### src/hw/nvc_consts.svh
`ifndef NVC_CONSTS_SVH
`define NVC_CONSTS_SVH

// bus widths of the memory pins and the timer width
`define NVC_ADDR_W 17
`define NVC_DATA_W 16
`define NVC_TMR_W 20

// clock and times in their own units
`define NVC_CLK_PERIOD_NS 100
`define NVC_ACCESS_NS 100
`define NVC_STORE_REQUEST_DELAY_NS 25000
`define NVC_BUSY_RELEASE_DRIVE_NS 500
`define NVC_SAVE_CYCLE_US 8000
`define NVC_SW_RESTORE_US 200
`define NVC_POWERUP_RESTORE_US 20000

// least times round up to whole clock cycles
`define NVC_CYC_UP(ns) (((ns) + `NVC_CLK_PERIOD_NS - 1) / `NVC_CLK_PERIOD_NS)

// software mode address sequence
`define NVC_SEQ_LAST 5
`define NVC_SEQ_A0 16'h4E38
`define NVC_SEQ_A1 16'hB1C7
`define NVC_SEQ_A2 16'h83E0
`define NVC_SEQ_A3 16'h7C1F
`define NVC_SEQ_A4 16'h703F
`define NVC_SEQ_SAVE 16'h8FC0
`define NVC_SEQ_RESTORE 16'h4C63
`define NVC_SEQ_PLS_OFF 16'h8B45
`define NVC_SEQ_PLS_ON 16'h4B46

`endif

### src/hw/nvc_pkg.sv
`include "nvc_consts.svh"
package nvc_pkg;

   // host commands
   typedef enum logic [2:0] {
      OP_READ       = 3'h0,
      OP_WRITE      = 3'h1,
      OP_HW_SAVE    = 3'h2,
      OP_SW_SAVE    = 3'h3,
      OP_SW_RESTORE = 3'h4,
      OP_PLS_OFF    = 3'h5,
      OP_PLS_ON     = 3'h6
   } nvc_op_type;

   typedef struct packed {
      nvc_op_type                 op;
      logic [`NVC_ADDR_W-1:0]     addr;
      logic [`NVC_DATA_W-1:0]     wdata;
      logic [1:0]                 be;
   } nvc_cmd_type;

   typedef enum logic [7:0] {
      ST_INIT    = 8'h01,
      ST_IDLE    = 8'h02,
      ST_SETUP   = 8'h04,
      ST_STROBE  = 8'h08,
      ST_RECOVER = 8'h10,
      ST_HW_PULL = 8'h20,
      ST_HW_WAIT = 8'h40,
      ST_NV_WAIT = 8'h80
   } nvc_state_type;

endpackage

### src/hw/nvc_ctrl.sv
`timescale 1ns/1ps
`include "nvc_consts.svh"
module nvc_ctrl #(
   parameter int ACCESS_CYC  = `NVC_CYC_UP(`NVC_ACCESS_NS),
   parameter int DELAY_CYC   = `NVC_CYC_UP(`NVC_STORE_REQUEST_DELAY_NS),
   parameter int RELEASE_CYC = `NVC_CYC_UP(`NVC_BUSY_RELEASE_DRIVE_NS),
   parameter int SAVE_CYC    = `NVC_CYC_UP(`NVC_SAVE_CYCLE_US * 1000),
   parameter int RESTORE_CYC = `NVC_CYC_UP(`NVC_SW_RESTORE_US * 1000),
   parameter int POWERUP_CYC = `NVC_CYC_UP(`NVC_POWERUP_RESTORE_US * 1000)
) (
   input  wire logic                   CLOCK,
   input  wire logic                   RSTN,
   input  wire logic                   CMD_VALID,
   input  nvc_pkg::nvc_cmd_type        CMD,
   output logic                        CMD_READY,
   output logic                        RSP_VALID,
   output logic [`NVC_DATA_W-1:0]      RSP_RDATA,
   output logic                        NV_ACTIVE,
   output logic [`NVC_ADDR_W-1:0]      ADDR,
   output logic                        CHIP_ENABLE_N,
   output logic                        WRITE_ENABLE_N,
   output logic                        OUTPUT_ENABLE_N,
   output logic                        UPPER_BYTE_SELECT_N,
   output logic                        LOWER_BYTE_SELECT_N,
   input  wire logic [`NVC_DATA_W-1:0] DQ_IN,
   output logic [`NVC_DATA_W-1:0]      DQ_OUT,
   output logic                        DQ_OE,
   input  wire logic                   STORE_BUSY_LINE_IN,
   output logic                        STORE_BUSY_LINE_OUT,
   output logic                        STORE_BUSY_LINE_OE
);
   localparam int TW = `NVC_TMR_W;

   // refuse zero counts, and delay, save, restore and power-up counts the timer cannot hold
   if (ACCESS_CYC < 1 || DELAY_CYC < 1 || RELEASE_CYC < 1 || SAVE_CYC < 1 ||
       RESTORE_CYC < 1 || POWERUP_CYC < 1 || SAVE_CYC >= 2**TW ||
       RESTORE_CYC >= 2**TW || POWERUP_CYC >= 2**TW || DELAY_CYC >= 2**TW) begin : g_bad
      $error("nvc_ctrl: timing count out of range");
   end

   nvc_pkg::nvc_state_type  state_q, state_d;
   nvc_pkg::nvc_op_type     seq_op_q;
   logic                    seq_q, chain_q, is_write_q;
   logic [2:0]              seq_idx_q;
   logic                    tmr_load, tmr_done;
   logic [TW-1:0]           tmr_value;
   logic [1:0]              be_q;
   logic                    busy_in;
   logic [TW-1:0]           pull_cnt_q;

   assign busy_in = STORE_BUSY_LINE_IN;

   // sequence address for a step; only bits 14..2 matter to the device
   function automatic logic [15:0] seq_addr(input nvc_pkg::nvc_op_type op,
                                            input logic [2:0] idx);
      logic [15:0] a;
      a = `NVC_SEQ_SAVE;
      case (idx)
         3'h0: a = `NVC_SEQ_A0;
         3'h1: a = `NVC_SEQ_A1;
         3'h2: a = `NVC_SEQ_A2;
         3'h3: a = `NVC_SEQ_A3;
         3'h4: a = `NVC_SEQ_A4;
         default: begin
            case (op)
               nvc_pkg::OP_SW_RESTORE: a = `NVC_SEQ_RESTORE;
               nvc_pkg::OP_PLS_OFF:    a = `NVC_SEQ_PLS_OFF;
               nvc_pkg::OP_PLS_ON:     a = `NVC_SEQ_PLS_ON;
               default:                a = `NVC_SEQ_SAVE;
            endcase
         end
      endcase
      return a;
   endfunction

   function automatic logic is_seq_op(input nvc_pkg::nvc_op_type op);
      return op inside {nvc_pkg::OP_SW_SAVE, nvc_pkg::OP_SW_RESTORE,
                        nvc_pkg::OP_PLS_OFF, nvc_pkg::OP_PLS_ON};
   endfunction

   nvc_timer #(
      .W         (TW),
      .RST_COUNT (POWERUP_CYC)
   ) u_tmr (
      .clk   (CLOCK),
      .rst_n (RSTN),
      .load  (tmr_load),
      .value (tmr_value),
      .done  (tmr_done)
   );

   // sequencer next state and timer loads
   always_comb begin
      state_d   = state_q;
      tmr_load  = 1'b0;
      tmr_value = '0;
      case (state_q)
         nvc_pkg::ST_INIT: begin
            if (tmr_done && busy_in) state_d = nvc_pkg::ST_IDLE;
         end
         nvc_pkg::ST_IDLE: begin
            if (CMD_VALID && CMD_READY) begin
               if (CMD.op == nvc_pkg::OP_HW_SAVE) begin
                  state_d   = nvc_pkg::ST_HW_PULL;
                  tmr_load  = 1'b1;
                  tmr_value = TW'(DELAY_CYC);
               end else begin
                  state_d   = nvc_pkg::ST_SETUP;
               end
            end
         end
         nvc_pkg::ST_SETUP: begin
            // a low line blocks every access, whoever holds it
            if (busy_in) begin
               state_d   = nvc_pkg::ST_STROBE;
               tmr_load  = 1'b1;
               tmr_value = TW'(ACCESS_CYC);
            end
         end
         nvc_pkg::ST_STROBE: begin
            if (tmr_done) state_d = nvc_pkg::ST_RECOVER;
         end
         nvc_pkg::ST_RECOVER: begin
            if (seq_q && seq_idx_q == 3'(`NVC_SEQ_LAST)) begin
               state_d   = nvc_pkg::ST_NV_WAIT;
               tmr_load  = 1'b1;
               if (seq_op_q == nvc_pkg::OP_SW_SAVE)
                  tmr_value = TW'(SAVE_CYC);
               else if (seq_op_q == nvc_pkg::OP_SW_RESTORE)
                  tmr_value = TW'(RESTORE_CYC);
               else
                  tmr_value = TW'(RELEASE_CYC);
            end else if (seq_q) begin
               state_d = nvc_pkg::ST_SETUP;
            end else begin
               state_d = nvc_pkg::ST_IDLE;
            end
         end
         nvc_pkg::ST_HW_PULL: begin
            if (tmr_done) begin
               state_d   = nvc_pkg::ST_HW_WAIT;
               tmr_load  = 1'b1;
               tmr_value = TW'(RELEASE_CYC);
            end
         end
         nvc_pkg::ST_HW_WAIT: begin
            // line may never go low when no write is pending
            if (tmr_done && busy_in) state_d = nvc_pkg::ST_IDLE;
         end
         nvc_pkg::ST_NV_WAIT: begin
            if (tmr_done && busy_in)
               state_d = chain_q ? nvc_pkg::ST_SETUP : nvc_pkg::ST_IDLE;
         end
         default: state_d = nvc_pkg::ST_IDLE;
      endcase
   end

   // state register and ready flag
   always_ff @(posedge CLOCK or negedge RSTN) begin
      if (!RSTN) begin
         state_q   <= nvc_pkg::ST_INIT;
         CMD_READY <= 1'b0;
         NV_ACTIVE <= 1'b1;
      end else begin
         state_q   <= state_d;
         CMD_READY <= (state_d == nvc_pkg::ST_IDLE);
         NV_ACTIVE <= state_d inside {nvc_pkg::ST_INIT, nvc_pkg::ST_HW_PULL,
                                      nvc_pkg::ST_HW_WAIT, nvc_pkg::ST_NV_WAIT};
      end
   end

   // access target and sequence tracking
   always_ff @(posedge CLOCK or negedge RSTN) begin
      if (!RSTN) begin
         seq_q      <= 1'b0;
         chain_q    <= 1'b0;
         is_write_q <= 1'b0;
         seq_idx_q  <= 3'h0;
         seq_op_q   <= nvc_pkg::OP_READ;
         ADDR       <= '0;
         DQ_OUT     <= '0;
         be_q       <= 2'h0;
      end else if (state_q == nvc_pkg::ST_IDLE && CMD_VALID && CMD_READY) begin
         seq_q      <= is_seq_op(CMD.op);
         chain_q    <= CMD.op inside {nvc_pkg::OP_PLS_OFF, nvc_pkg::OP_PLS_ON};
         is_write_q <= (CMD.op == nvc_pkg::OP_WRITE);
         seq_idx_q  <= 3'h0;
         seq_op_q   <= CMD.op;
         ADDR       <= is_seq_op(CMD.op) ? `NVC_ADDR_W'(seq_addr(CMD.op, 3'h0)) : CMD.addr;
         DQ_OUT     <= CMD.wdata;
         be_q       <= is_seq_op(CMD.op) ? 2'h3 : CMD.be;
      end else if (state_q == nvc_pkg::ST_RECOVER && seq_q &&
                   seq_idx_q != 3'(`NVC_SEQ_LAST)) begin
         seq_idx_q  <= seq_idx_q + 3'h1;
         ADDR       <= `NVC_ADDR_W'(seq_addr(seq_op_q, seq_idx_q + 3'h1));
      end else if (state_q == nvc_pkg::ST_NV_WAIT && state_d == nvc_pkg::ST_SETUP) begin
         // setting change is made permanent by an unconditional save
         chain_q    <= 1'b0;
         seq_idx_q  <= 3'h0;
         seq_op_q   <= nvc_pkg::OP_SW_SAVE;
         ADDR       <= `NVC_ADDR_W'(seq_addr(nvc_pkg::OP_SW_SAVE, 3'h0));
      end else if (state_q == nvc_pkg::ST_NV_WAIT && state_d == nvc_pkg::ST_IDLE) begin
         seq_q      <= 1'b0;
      end
   end

   // memory strobes; sequence reads are chip-enable reads, write strobe high
   always_ff @(posedge CLOCK or negedge RSTN) begin
      if (!RSTN) begin
         CHIP_ENABLE_N       <= 1'b1;
         WRITE_ENABLE_N      <= 1'b1;
         OUTPUT_ENABLE_N     <= 1'b1;
         UPPER_BYTE_SELECT_N <= 1'b1;
         LOWER_BYTE_SELECT_N <= 1'b1;
         DQ_OE               <= 1'b0;
      end else if (state_q == nvc_pkg::ST_SETUP && state_d == nvc_pkg::ST_STROBE) begin
         CHIP_ENABLE_N       <= 1'b0;
         WRITE_ENABLE_N      <= ~(is_write_q & ~seq_q);
         OUTPUT_ENABLE_N     <= is_write_q & ~seq_q;
         UPPER_BYTE_SELECT_N <= ~be_q[1];
         LOWER_BYTE_SELECT_N <= ~be_q[0];
         DQ_OE               <= is_write_q & ~seq_q;
      end else if (state_q == nvc_pkg::ST_STROBE && tmr_done) begin
         CHIP_ENABLE_N       <= 1'b1;
         WRITE_ENABLE_N      <= 1'b1;
         OUTPUT_ENABLE_N     <= 1'b1;
         UPPER_BYTE_SELECT_N <= 1'b1;
         LOWER_BYTE_SELECT_N <= 1'b1;
         DQ_OE               <= 1'b0;
      end
   end

   // read data capture and completion pulse
   always_ff @(posedge CLOCK or negedge RSTN) begin
      if (!RSTN) begin
         RSP_RDATA <= '0;
         RSP_VALID <= 1'b0;
      end else begin
         if (state_q == nvc_pkg::ST_STROBE && tmr_done && !is_write_q && !seq_q)
            RSP_RDATA <= DQ_IN;
         RSP_VALID <= (state_q == nvc_pkg::ST_RECOVER && !seq_q) ||
                      (state_q != nvc_pkg::ST_INIT && state_q != nvc_pkg::ST_IDLE &&
                       state_q != nvc_pkg::ST_RECOVER && state_d == nvc_pkg::ST_IDLE);
      end
   end

   // open-drain request: only ever drives low
   always_ff @(posedge CLOCK or negedge RSTN) begin
      if (!RSTN) begin
         STORE_BUSY_LINE_OUT <= 1'b0;
         STORE_BUSY_LINE_OE  <= 1'b0;
      end else begin
         STORE_BUSY_LINE_OUT <= 1'b0;
         STORE_BUSY_LINE_OE  <= (state_d == nvc_pkg::ST_HW_PULL);
      end
   end

   // helper for checking the pull length
   always_ff @(posedge CLOCK or negedge RSTN) begin
      if (!RSTN) pull_cnt_q <= '0;
      else if (STORE_BUSY_LINE_OE) pull_cnt_q <= pull_cnt_q + 1'b1;
      else pull_cnt_q <= '0;
   end
endmodule

### src/hw/nvc_timer.sv
`timescale 1ns/1ps
// down counter; done rises exactly value edges after a load
module nvc_timer #(
   parameter int W         = 20,
   parameter int RST_COUNT = 1
) (
   input  wire logic         clk,
   input  wire logic         rst_n,
   input  wire logic         load,
   input  wire logic [W-1:0] value,
   output logic              done
);
   logic [W-1:0] count_q;

   // the reset count lets the power-up wait run without a load
   always_ff @(posedge clk or negedge rst_n) begin
      if (!rst_n) begin
         count_q <= W'(RST_COUNT);
         done    <= 1'b0;
      end else if (load) begin
         count_q <= value;
         done    <= 1'b0;
      end else if (count_q != '0) begin
         count_q <= count_q - 1'b1;
         done    <= (count_q == W'(1));
      end else begin
         done    <= 1'b1;
      end
   end
endmodule

### config.mk
export PLATFORM = sky130hd
export DESIGN_NAME = nvc_ctrl
export DESIGN_NICKNAME = d
export VERILOG_FILES = /design/src/hw/nvc_pkg.sv /design/src/hw/nvc_ctrl.sv /design/src/hw/nvc_timer.sv
export VERILOG_INCLUDE_DIRS = /design/src /design/src/hw
export SDC_FILE = /design/constraint.sdc
export NUM_CORES = 1
export LEC_CHECK = 0
export BUFFER_PORTS_ARGS = -buffer_cell sky130_fd_sc_hd__clkbuf_2
export CAP_MARGIN = 20
export CORE_MARGIN = 4
export CORE_UTILIZATION = 54
export DETAILED_ROUTE_END_ITERATION = 8
export PLACE_DENSITY = 0.76
export SLEW_MARGIN = 40
export SYNTH_ARGS = -nofsm -noshare
export SYNTH_HDL_FRONTEND = slang
export SYNTH_SLANG_ARGS = --single-unit
export TNS_END_PERCENT = 10
### constraint.sdc
create_clock -name CLOCK -period 2.4 [get_ports CLOCK]
set_input_delay 0.24 -clock CLOCK [delete_from_list [all_inputs] [get_ports CLOCK]]
set_output_delay 0.24 -clock CLOCK [all_outputs]
set_load 0.05 [all_outputs]
==> results by group, run 1 <==
STA
  – Fin crit period: about 2.3 ns
  – Slew headroom: 59.3%
  – RSZ-0062 raised after global routing: no
  – Total negative slack: 0 ns
  – Tightest Pin Transition: a little over 0.6 ns
  – Final Slew Violations: 0
  – Final setup vio count: 0
  – Hold Fails Final Rpt: 0
  – Fmax: about 0.44 GHz
  – Period utilisation layout: a little over nine tenths
  – Clock Skew: 0.00911 ns

Drt
  – Top Metal Used: met4
  – Met1 wire length: about 5300 microns
  – Metal3 WL: 574 microns
  – DRT iter0 DRCs: 314
  – Routed wire length: between 10,000 and 15,000 microns
  – Remaining antenna violation count: 0
  – Vias per cell: 5.79
  – Post-DR wirelength/cell: about 17 microns
  – DRT Pass-1 Iters: 5
  – Drt drc: 0
  – Met2 wire len: 6250 microns
  – Via Count: around 4,300

Die
  – Die height: ~100 microns
  – Row count: 34
  – Number of top-level pins: 118
  – Core box area: a little under 9000 sq um
  – DIE AREA: approximately 11,000 sq um
  – Die width: 104 microns
  – Initial Util: ~56%

Setup path
  – WP data arrival: between 2 and 3 ns
  – Critical path required time: ~2.7 ns
  – CP bufs+invs: 0
  – Worst path slowest cell: or4_1
  – Critical path class: reg2reg
  – Cell mode on critical path: ha_1
  – Crit end category: flip-flop
  – Crit path max-delay family: simple AND/OR/NAND/NOR gates
  – Crit path cell chain: ha_1, ha_1, or4_1, a21oi_1, nand2_1, nand3_1, o21ai_1
  – Crit-path max FO: 5
  – Largest stage delay, worst path: 0.55 ns
  – CP Launch Type: flip-flop

Synthesis
  – Unique cell type count in the Yosys netlist: 74
  – #FFs+latches synth: 99
  – Net Count, Synth: 565
  – Synth Instances: between 400 and 500
  – Sequential fraction of the synthesis area: between 40% and 50%
  – Main synth FF type: dfrtp_1
  – Avg Cell Area, Syn: around 10 sq um
  – Yosys warning count: 0
  – Async SR Flop Fraction: 100%
  – Post-Syn Area: about 5000 sq um
  – Post-synth EDFFs: 0

Pwr
  – Power density over the cells: ~1200 nW/um^2
  – Leak pwr: roughly 2.9 nW
  – Peak supply drop: ~0.84 mV

Worst hold path
  – Hold WC Path Type: in2reg

Global route
  – GRT Overall Usage: between 20% and 30%
  – Largest net degree at the start of global routing: 49
  – GR Overflow Total: 0
  – Initial antenna violation count: 0
  – First-pass GRT wire length: roughly 21,000 microns
  – Number of global-route vias before repair: roughly 4,300

Clocking
  – H-tree depth: 3
  – Clock root cell: clkbuf_8
  – CTS tree: built
  – CTS buffer count: 9
  – CTS Buffer Depth: 2
  – Worst skew pair latency: roughly 0.36 ns
  – CTS Sinks: 99
  – Reg clk slew, reported paths: 0.09 ns

Final layout
  – Area of the multi-input gates: 2360 sq um
  – Fillers: around 740
  – Syn-to-layout area delta: 21.0%
  – Non-Filler Instances: between 700 and 800
  – Share of layout cells above drive strength 1: about a third
  – Nets@finish: 700
  – Antenna diodes: 0
  – Sequential Area: 2490 sq um

Status
  – Status: completed

Place
  – Placed Instances: approximately 730
  – Gpl congestion: ~0.90
  – Port bufs: 116
  – DP Wirelength: 9400 microns

Job
  – Max-Cap Viols: 0
report_power, final:
part / switching, mW / total (mW) / internal (mW)
clock: 0.559 / 1.17 / 0.613
sequential: 0.445 / 2.65 / 2.20
combinational: 2.32 / 3.44 / 1.12
total: 3.33 / 7.26 / 3.93
placed cells by master, fill, tap and decap left out, types with 4 or more instances in the layout:
master and n:
nand3_1 29, a21oi_1 21, a22oi_1 7, xor2_1 7, nor2b_1 6, mux2_2 6
xnor2_1 9, clkbuf_2 115, a31oi_1 4, nor2_1 34, nor3_1 13, o211ai_1 5
nor4_1 5, and3_1 5, o21ai_0 14, dfstp_2 13, ha_1 8, clkbuf_8 10
inv_1 11, buf_4 29, nand4_1 9, or4_1 7, a21o_1 5, o22a_1 4
dfrtp_1 85, o21ai_1 5, nand2_1 77, o22ai_1 7, mux2_1 10, o21a_1 4
registers in the layout, summed over array words and instances (netlist names), 2 cells and up:
signal / count
seq_idx_q: 3
seq_op_q: 3
state_q: 8
DQ_OUT: 16
RSP_RDATA: 16
ADDR: 17
u_tmr.count_q: 20
be_q: 2
synthesized netlist by cell type, types with 7 or more instances:
cell type / number / share of area (%)
dfrtp_1: 86 / 43
xnor2_1: 9 / 1.6
dfstp_2: 13 / 6.8
nand3_1: 29 / 2.9
ha_1: 8 / 2.0
o21ai_0: 14 / 1.4
mux2_1: 10 / 2.2
inv_1: 11 / 0.82
nor2_1: 35 / 2.6
nor3_1: 13 / 1.3
a21oi_1: 21 / 2.1
nand4_1: 9 / 1.1
or4_1: 7 / 1.0
nand2_1: 77 / 5.8
xor2_1: 7 / 1.2
a22oi_1: 7 / 1.0
o22ai_1: 7 / 0.87
clkbuf_1: 10 / 0.75
path summary, 6_finish.rpt:
| kind | cells after the start | start | slack, ns | end |
|---|---|---|---|---|
| max | 7 | seq_idx_q[0] | 0.13 | ADDR[7] |
| max in group asynchronous | 3 | RSTN | 1.40 | LOWER_BYTE_SELECT_N |
| min reg2reg | 1 | be_q[1] | 0.45 | UPPER_BYTE_SELECT_N |
| min in group asynchronous | 2 | RSTN | 0.25 | u_tmr.count_q[18] |
| min | 3 | CMD[13] | 0.07 | DQ_OUT[11] |
| max reg2reg | 7 | seq_idx_q[0] | 0.13 | ADDR[7] |
tightest hold or removal path: stages:
cell and delay, ns:
clkbuf_2 0.07, nand2_1 0.04, nand2_1 0.05
final cells by class:
type                            count  area share, %
Clock inverter                      4           1.22
Tap cell                          108           2.23
Inverter                           11          0.680
Multi-Input combinational cell    367           38.9
Sequential cell                    99           41.1
Clock buffer                       11           2.33
Timing Repair Buffer              146           13.6
repair_timing:
action	in CTS	in global routing
resized for setup	0	2
hold buffers	1	0
endpoints found under the hold margin	52	0
endpoints found under the setup margin	0	2
setup buffers	0	1
stage by stage:
| step | worst slack (ns) | util [%] | instance area [sq um] | hold slack, ns | power (mW) |
|---|---|---|---|---|---|
| after floorplan | 0.221 | - | 5020 | -0.0556 | 5.18 |
| final | 0.133 | 68.3 | 6070 | 0.0684 | 7.26 |
| after CTS | 0.111 | 68.1 | 6060 | 0.0519 | 7.31 |
| after detailed placement | 0.149 | 65.6 | 5830 | 0.0919 | 6.12 |
| after global placement | 0.179 | 65.6 | 5830 | 0.0937 | 6.03 |
| after global routing | 0.00573 | 68.3 | 6070 | 0.0560 | 7.71 |
per-layer routing:
metal	vias up	track usage (%)
met3	24	5.21
met5	-	0
li1	2085	-
met2	115	39.6
met4	0	7.60
met1	2098	29.1
kinds of logic after synthesis:
logic type                 Yosys count  synth area share (%)
AOI/OAI and AO/OA                  105                  14.7
xor gates and xnor gates            16                  2.79
adders and majority gates            8                  2.00
buffers and inverters               33                  3.29
DFF                                 99                  49.7
muxes                               17                  3.79
other                                1                0.0748
and+or+nand+nor                    220                  23.6
Note: power is estimated with default switching activity, not from simulation.
==> inputs of run 2 (changes only) <==
RECOVER_POWER = 25   (was not set)
==> results by group, run 2 (same netlist as run 1, synthesis figures left out) <==
Die
  – Die height: 104 microns (unchanged)
  – Core box area: 8890 sq um (unchanged)
  – Number of top-level pins: 118 (unchanged)
  – DIE AREA: 10,900 sq um (unchanged)
  – Die width: 104 microns (unchanged)
  – Initial Util: 56.4% (unchanged)
  – Row count: 34 (unchanged)

Setup path
  – CP startpoint: seq_idx_q[0] (unchanged)
  – Critical path class: reg2reg (unchanged)
  – Largest stage delay, worst path: 0.55 ns (about the same)
  – WP data arrival: 2.52 ns (about the same)
  – Crit end category: flip-flop (unchanged)
  – Critical path required time: 2.65 ns (about the same)
  – R2R Path Start: seq_idx_q[0] (unchanged)
  – Cell mode on critical path: ha_1 (unchanged)
  – Crit-path max FO: 5 (unchanged)
  – Crit path cell chain: ha_1, ha_1, or4_1, a21oi_1, nand2_1, nand3_1, o21ai_1 (unchanged)
  – CP Launch Type: flip-flop (unchanged)
  – Worst path slowest cell: or4_1 (unchanged)

Pwr
  – Leak pwr: 2.92 nW (was 2.93 nW)
  – Power density over the cells: 1200 nW/um^2 (about the same)
  – Peak supply drop: 0.838 mV (was 0.839 mV)
  – Pwr Total: 7.26 mW (about the same)

Job
  – Max-Cap Viols: 0 (unchanged)

STA
  – Tightest Pin Transition: 0.985 ns (was 0.605 ns)
  – Slew headroom: 34.3% (was 59.3%)
  – Setup ws final: 0.133 ns (unchanged)
  – Clock Skew: 0.00888 ns (was 0.00911 ns)
  – Fin crit period: 2.27 ns (unchanged)
  – Hold Slack: 0.0688 ns (was 0.0684 ns)
  – Fmax: 0.441 GHz (unchanged)
  – Period utilisation layout: 94.5% (unchanged)
  – Final Slew Violations: 0 (unchanged)
  – Total negative slack: 0 ns (unchanged)
  – Final setup vio count: 0 (unchanged)
  – RSZ-0062 raised after global routing: no (unchanged)
  – Hold Fails Final Rpt: 0 (unchanged)

Clocking
  – H-tree depth: 3 (unchanged)
  – CTS buffer count: 9 (unchanged)
  – CTS Buffer Depth: 2 (unchanged)
  – Worst skew pair latency: 0.36 ns (about the same)
  – Clock root cell: clkbuf_8 (unchanged)
  – CTS tree: built (unchanged)
  – CTS Sinks: 99 (unchanged)
  – Reg clk slew, reported paths: 0.09 ns (about the same)

Drt
  – Via Count: 4,326 (was 4,322)
  – Post-DR wirelength/cell: 16.7 microns (was 16.6 microns)
  – Routed wire length: 12,400 microns (about the same)
  – DRT Pass-1 Iters: 5 (unchanged)
  – Vias per cell: 5.80 (was 5.79)
  – Drt drc: 0 (unchanged)
  – DRT iter0 DRCs: 314 (unchanged)
  – Remaining antenna violation count: 0 (unchanged)

Final layout
  – Nets@finish: 700 (unchanged)
  – Most flops, register: u_tmr.count_q (unchanged)
  – Max FFs per register: 20 (unchanged)
  – Largest registers: u_tmr.count_q: 20 flops, ADDR: 17 flops (unchanged)
  – Fillers: 736 (unchanged)
  – Commonest cells after routing, fill and taps aside: clkbuf_2, dfrtp_1, nand2_1 (unchanged)
  – Final Core Density: 68.2% (was 68.3%)
  – Share of layout cells above drive strength 1: 31.7% (was 31.8%)
  – Commonest non-fill, non-tap cell in the layout: clkbuf_2 (unchanged)
  – Syn-to-layout area delta: 20.9% (was 21.0%)
  – Antenna diodes: 0 (unchanged)

Place
  – Gpl congestion: 0.898 (unchanged)
  – DP Wirelength: 9400 microns (unchanged)
  – Placement Setup Slack: 0.149 ns (unchanged)
  – Port bufs: 116 (unchanged)

Worst hold path
  – Hold WC Path Type: in2reg (unchanged)
  – Hold Crit Start: CMD[13] (unchanged)

Global route
  – Number of global-route vias before repair: 4,299 (unchanged)
  – GR Overflow Total: 0 (unchanged)
  – Initial antenna violation count: 0 (unchanged)
  – Largest net degree at the start of global routing: 49 (unchanged)
  – GRT Overall Usage: 23.2% (unchanged)
  – First-pass GRT wire length: 20,800 microns (unchanged)

Status
  – Status: completed (unchanged)
run 2: routing by layer:
metal	up-vias	share of wire [%]	wire length (microns)	track usage [%]
met3	24	4.7	586	5.21
met2	125	50	6240	39.6
met5	-	0	0	0
met4	0	2.0	244	7.60
met1	2093	43	5360	29.1
li1	2084	-	-	-
run 2: path summary, 6_finish.rpt:
path                                        to  slack (ns)  depth (start not counted)
max                                    ADDR[7]        0.13                          7
min                                 DQ_OUT[11]        0.07                          3
max reg2reg                            ADDR[7]        0.13                          7
min reg2reg                UPPER_BYTE_SELECT_N        0.45                          1
max in group asynchronous           DQ_OUT[12]        0.55                          3
min in group asynchronous    u_tmr.count_q[18]        0.44                          2
run 2: cell type report:
type                    count  area [sq um]  area share, %
repair buffers            146           817           13.5
flip-flops and latches     99          2490           41.1
clock inverters             4          73.8           1.22
multi-input cells         367          2360           38.9
inverters                  11          41.3          0.681
clock buffers              11           141           2.33
well taps                 108           135           2.23
run 2: power breakdown:
group / switching (mW) / internal (mW) / leakage, nW
Combinational: 2.33 / 1.11 / 1.62
Sequential: 0.444 / 2.20 / 1.19
Clock: 0.559 / 0.613 / 0.110
Total: 3.33 / 3.93 / 2.92
run 2: stage by stage:
step / cell area [sq um] / cells
floorplan: 5020 / 499
global placement: 5830 / 729
detailed placement: 5830 / 729
CTS: 6060 / 745
global route: 6060 / 746
finish: 6060 / 746
run 2: critical path: cells and delay by family (launching register included):
family,cells,cell delay [ns]
flip-flops,1,0.45
AO/OA/AOI/OAI,2,0.39
adder cells (fa/ha/maj),2,0.55
AND/OR/NAND/NOR,3,0.77
run 2: repair_timing:
action,4_1_cts,5_1_grt
buffers inserted,0,1
resized for setup,0,2
endpoints found under the setup margin,0,2
endpoints found under the hold margin,52,0
hold buffers,1,0
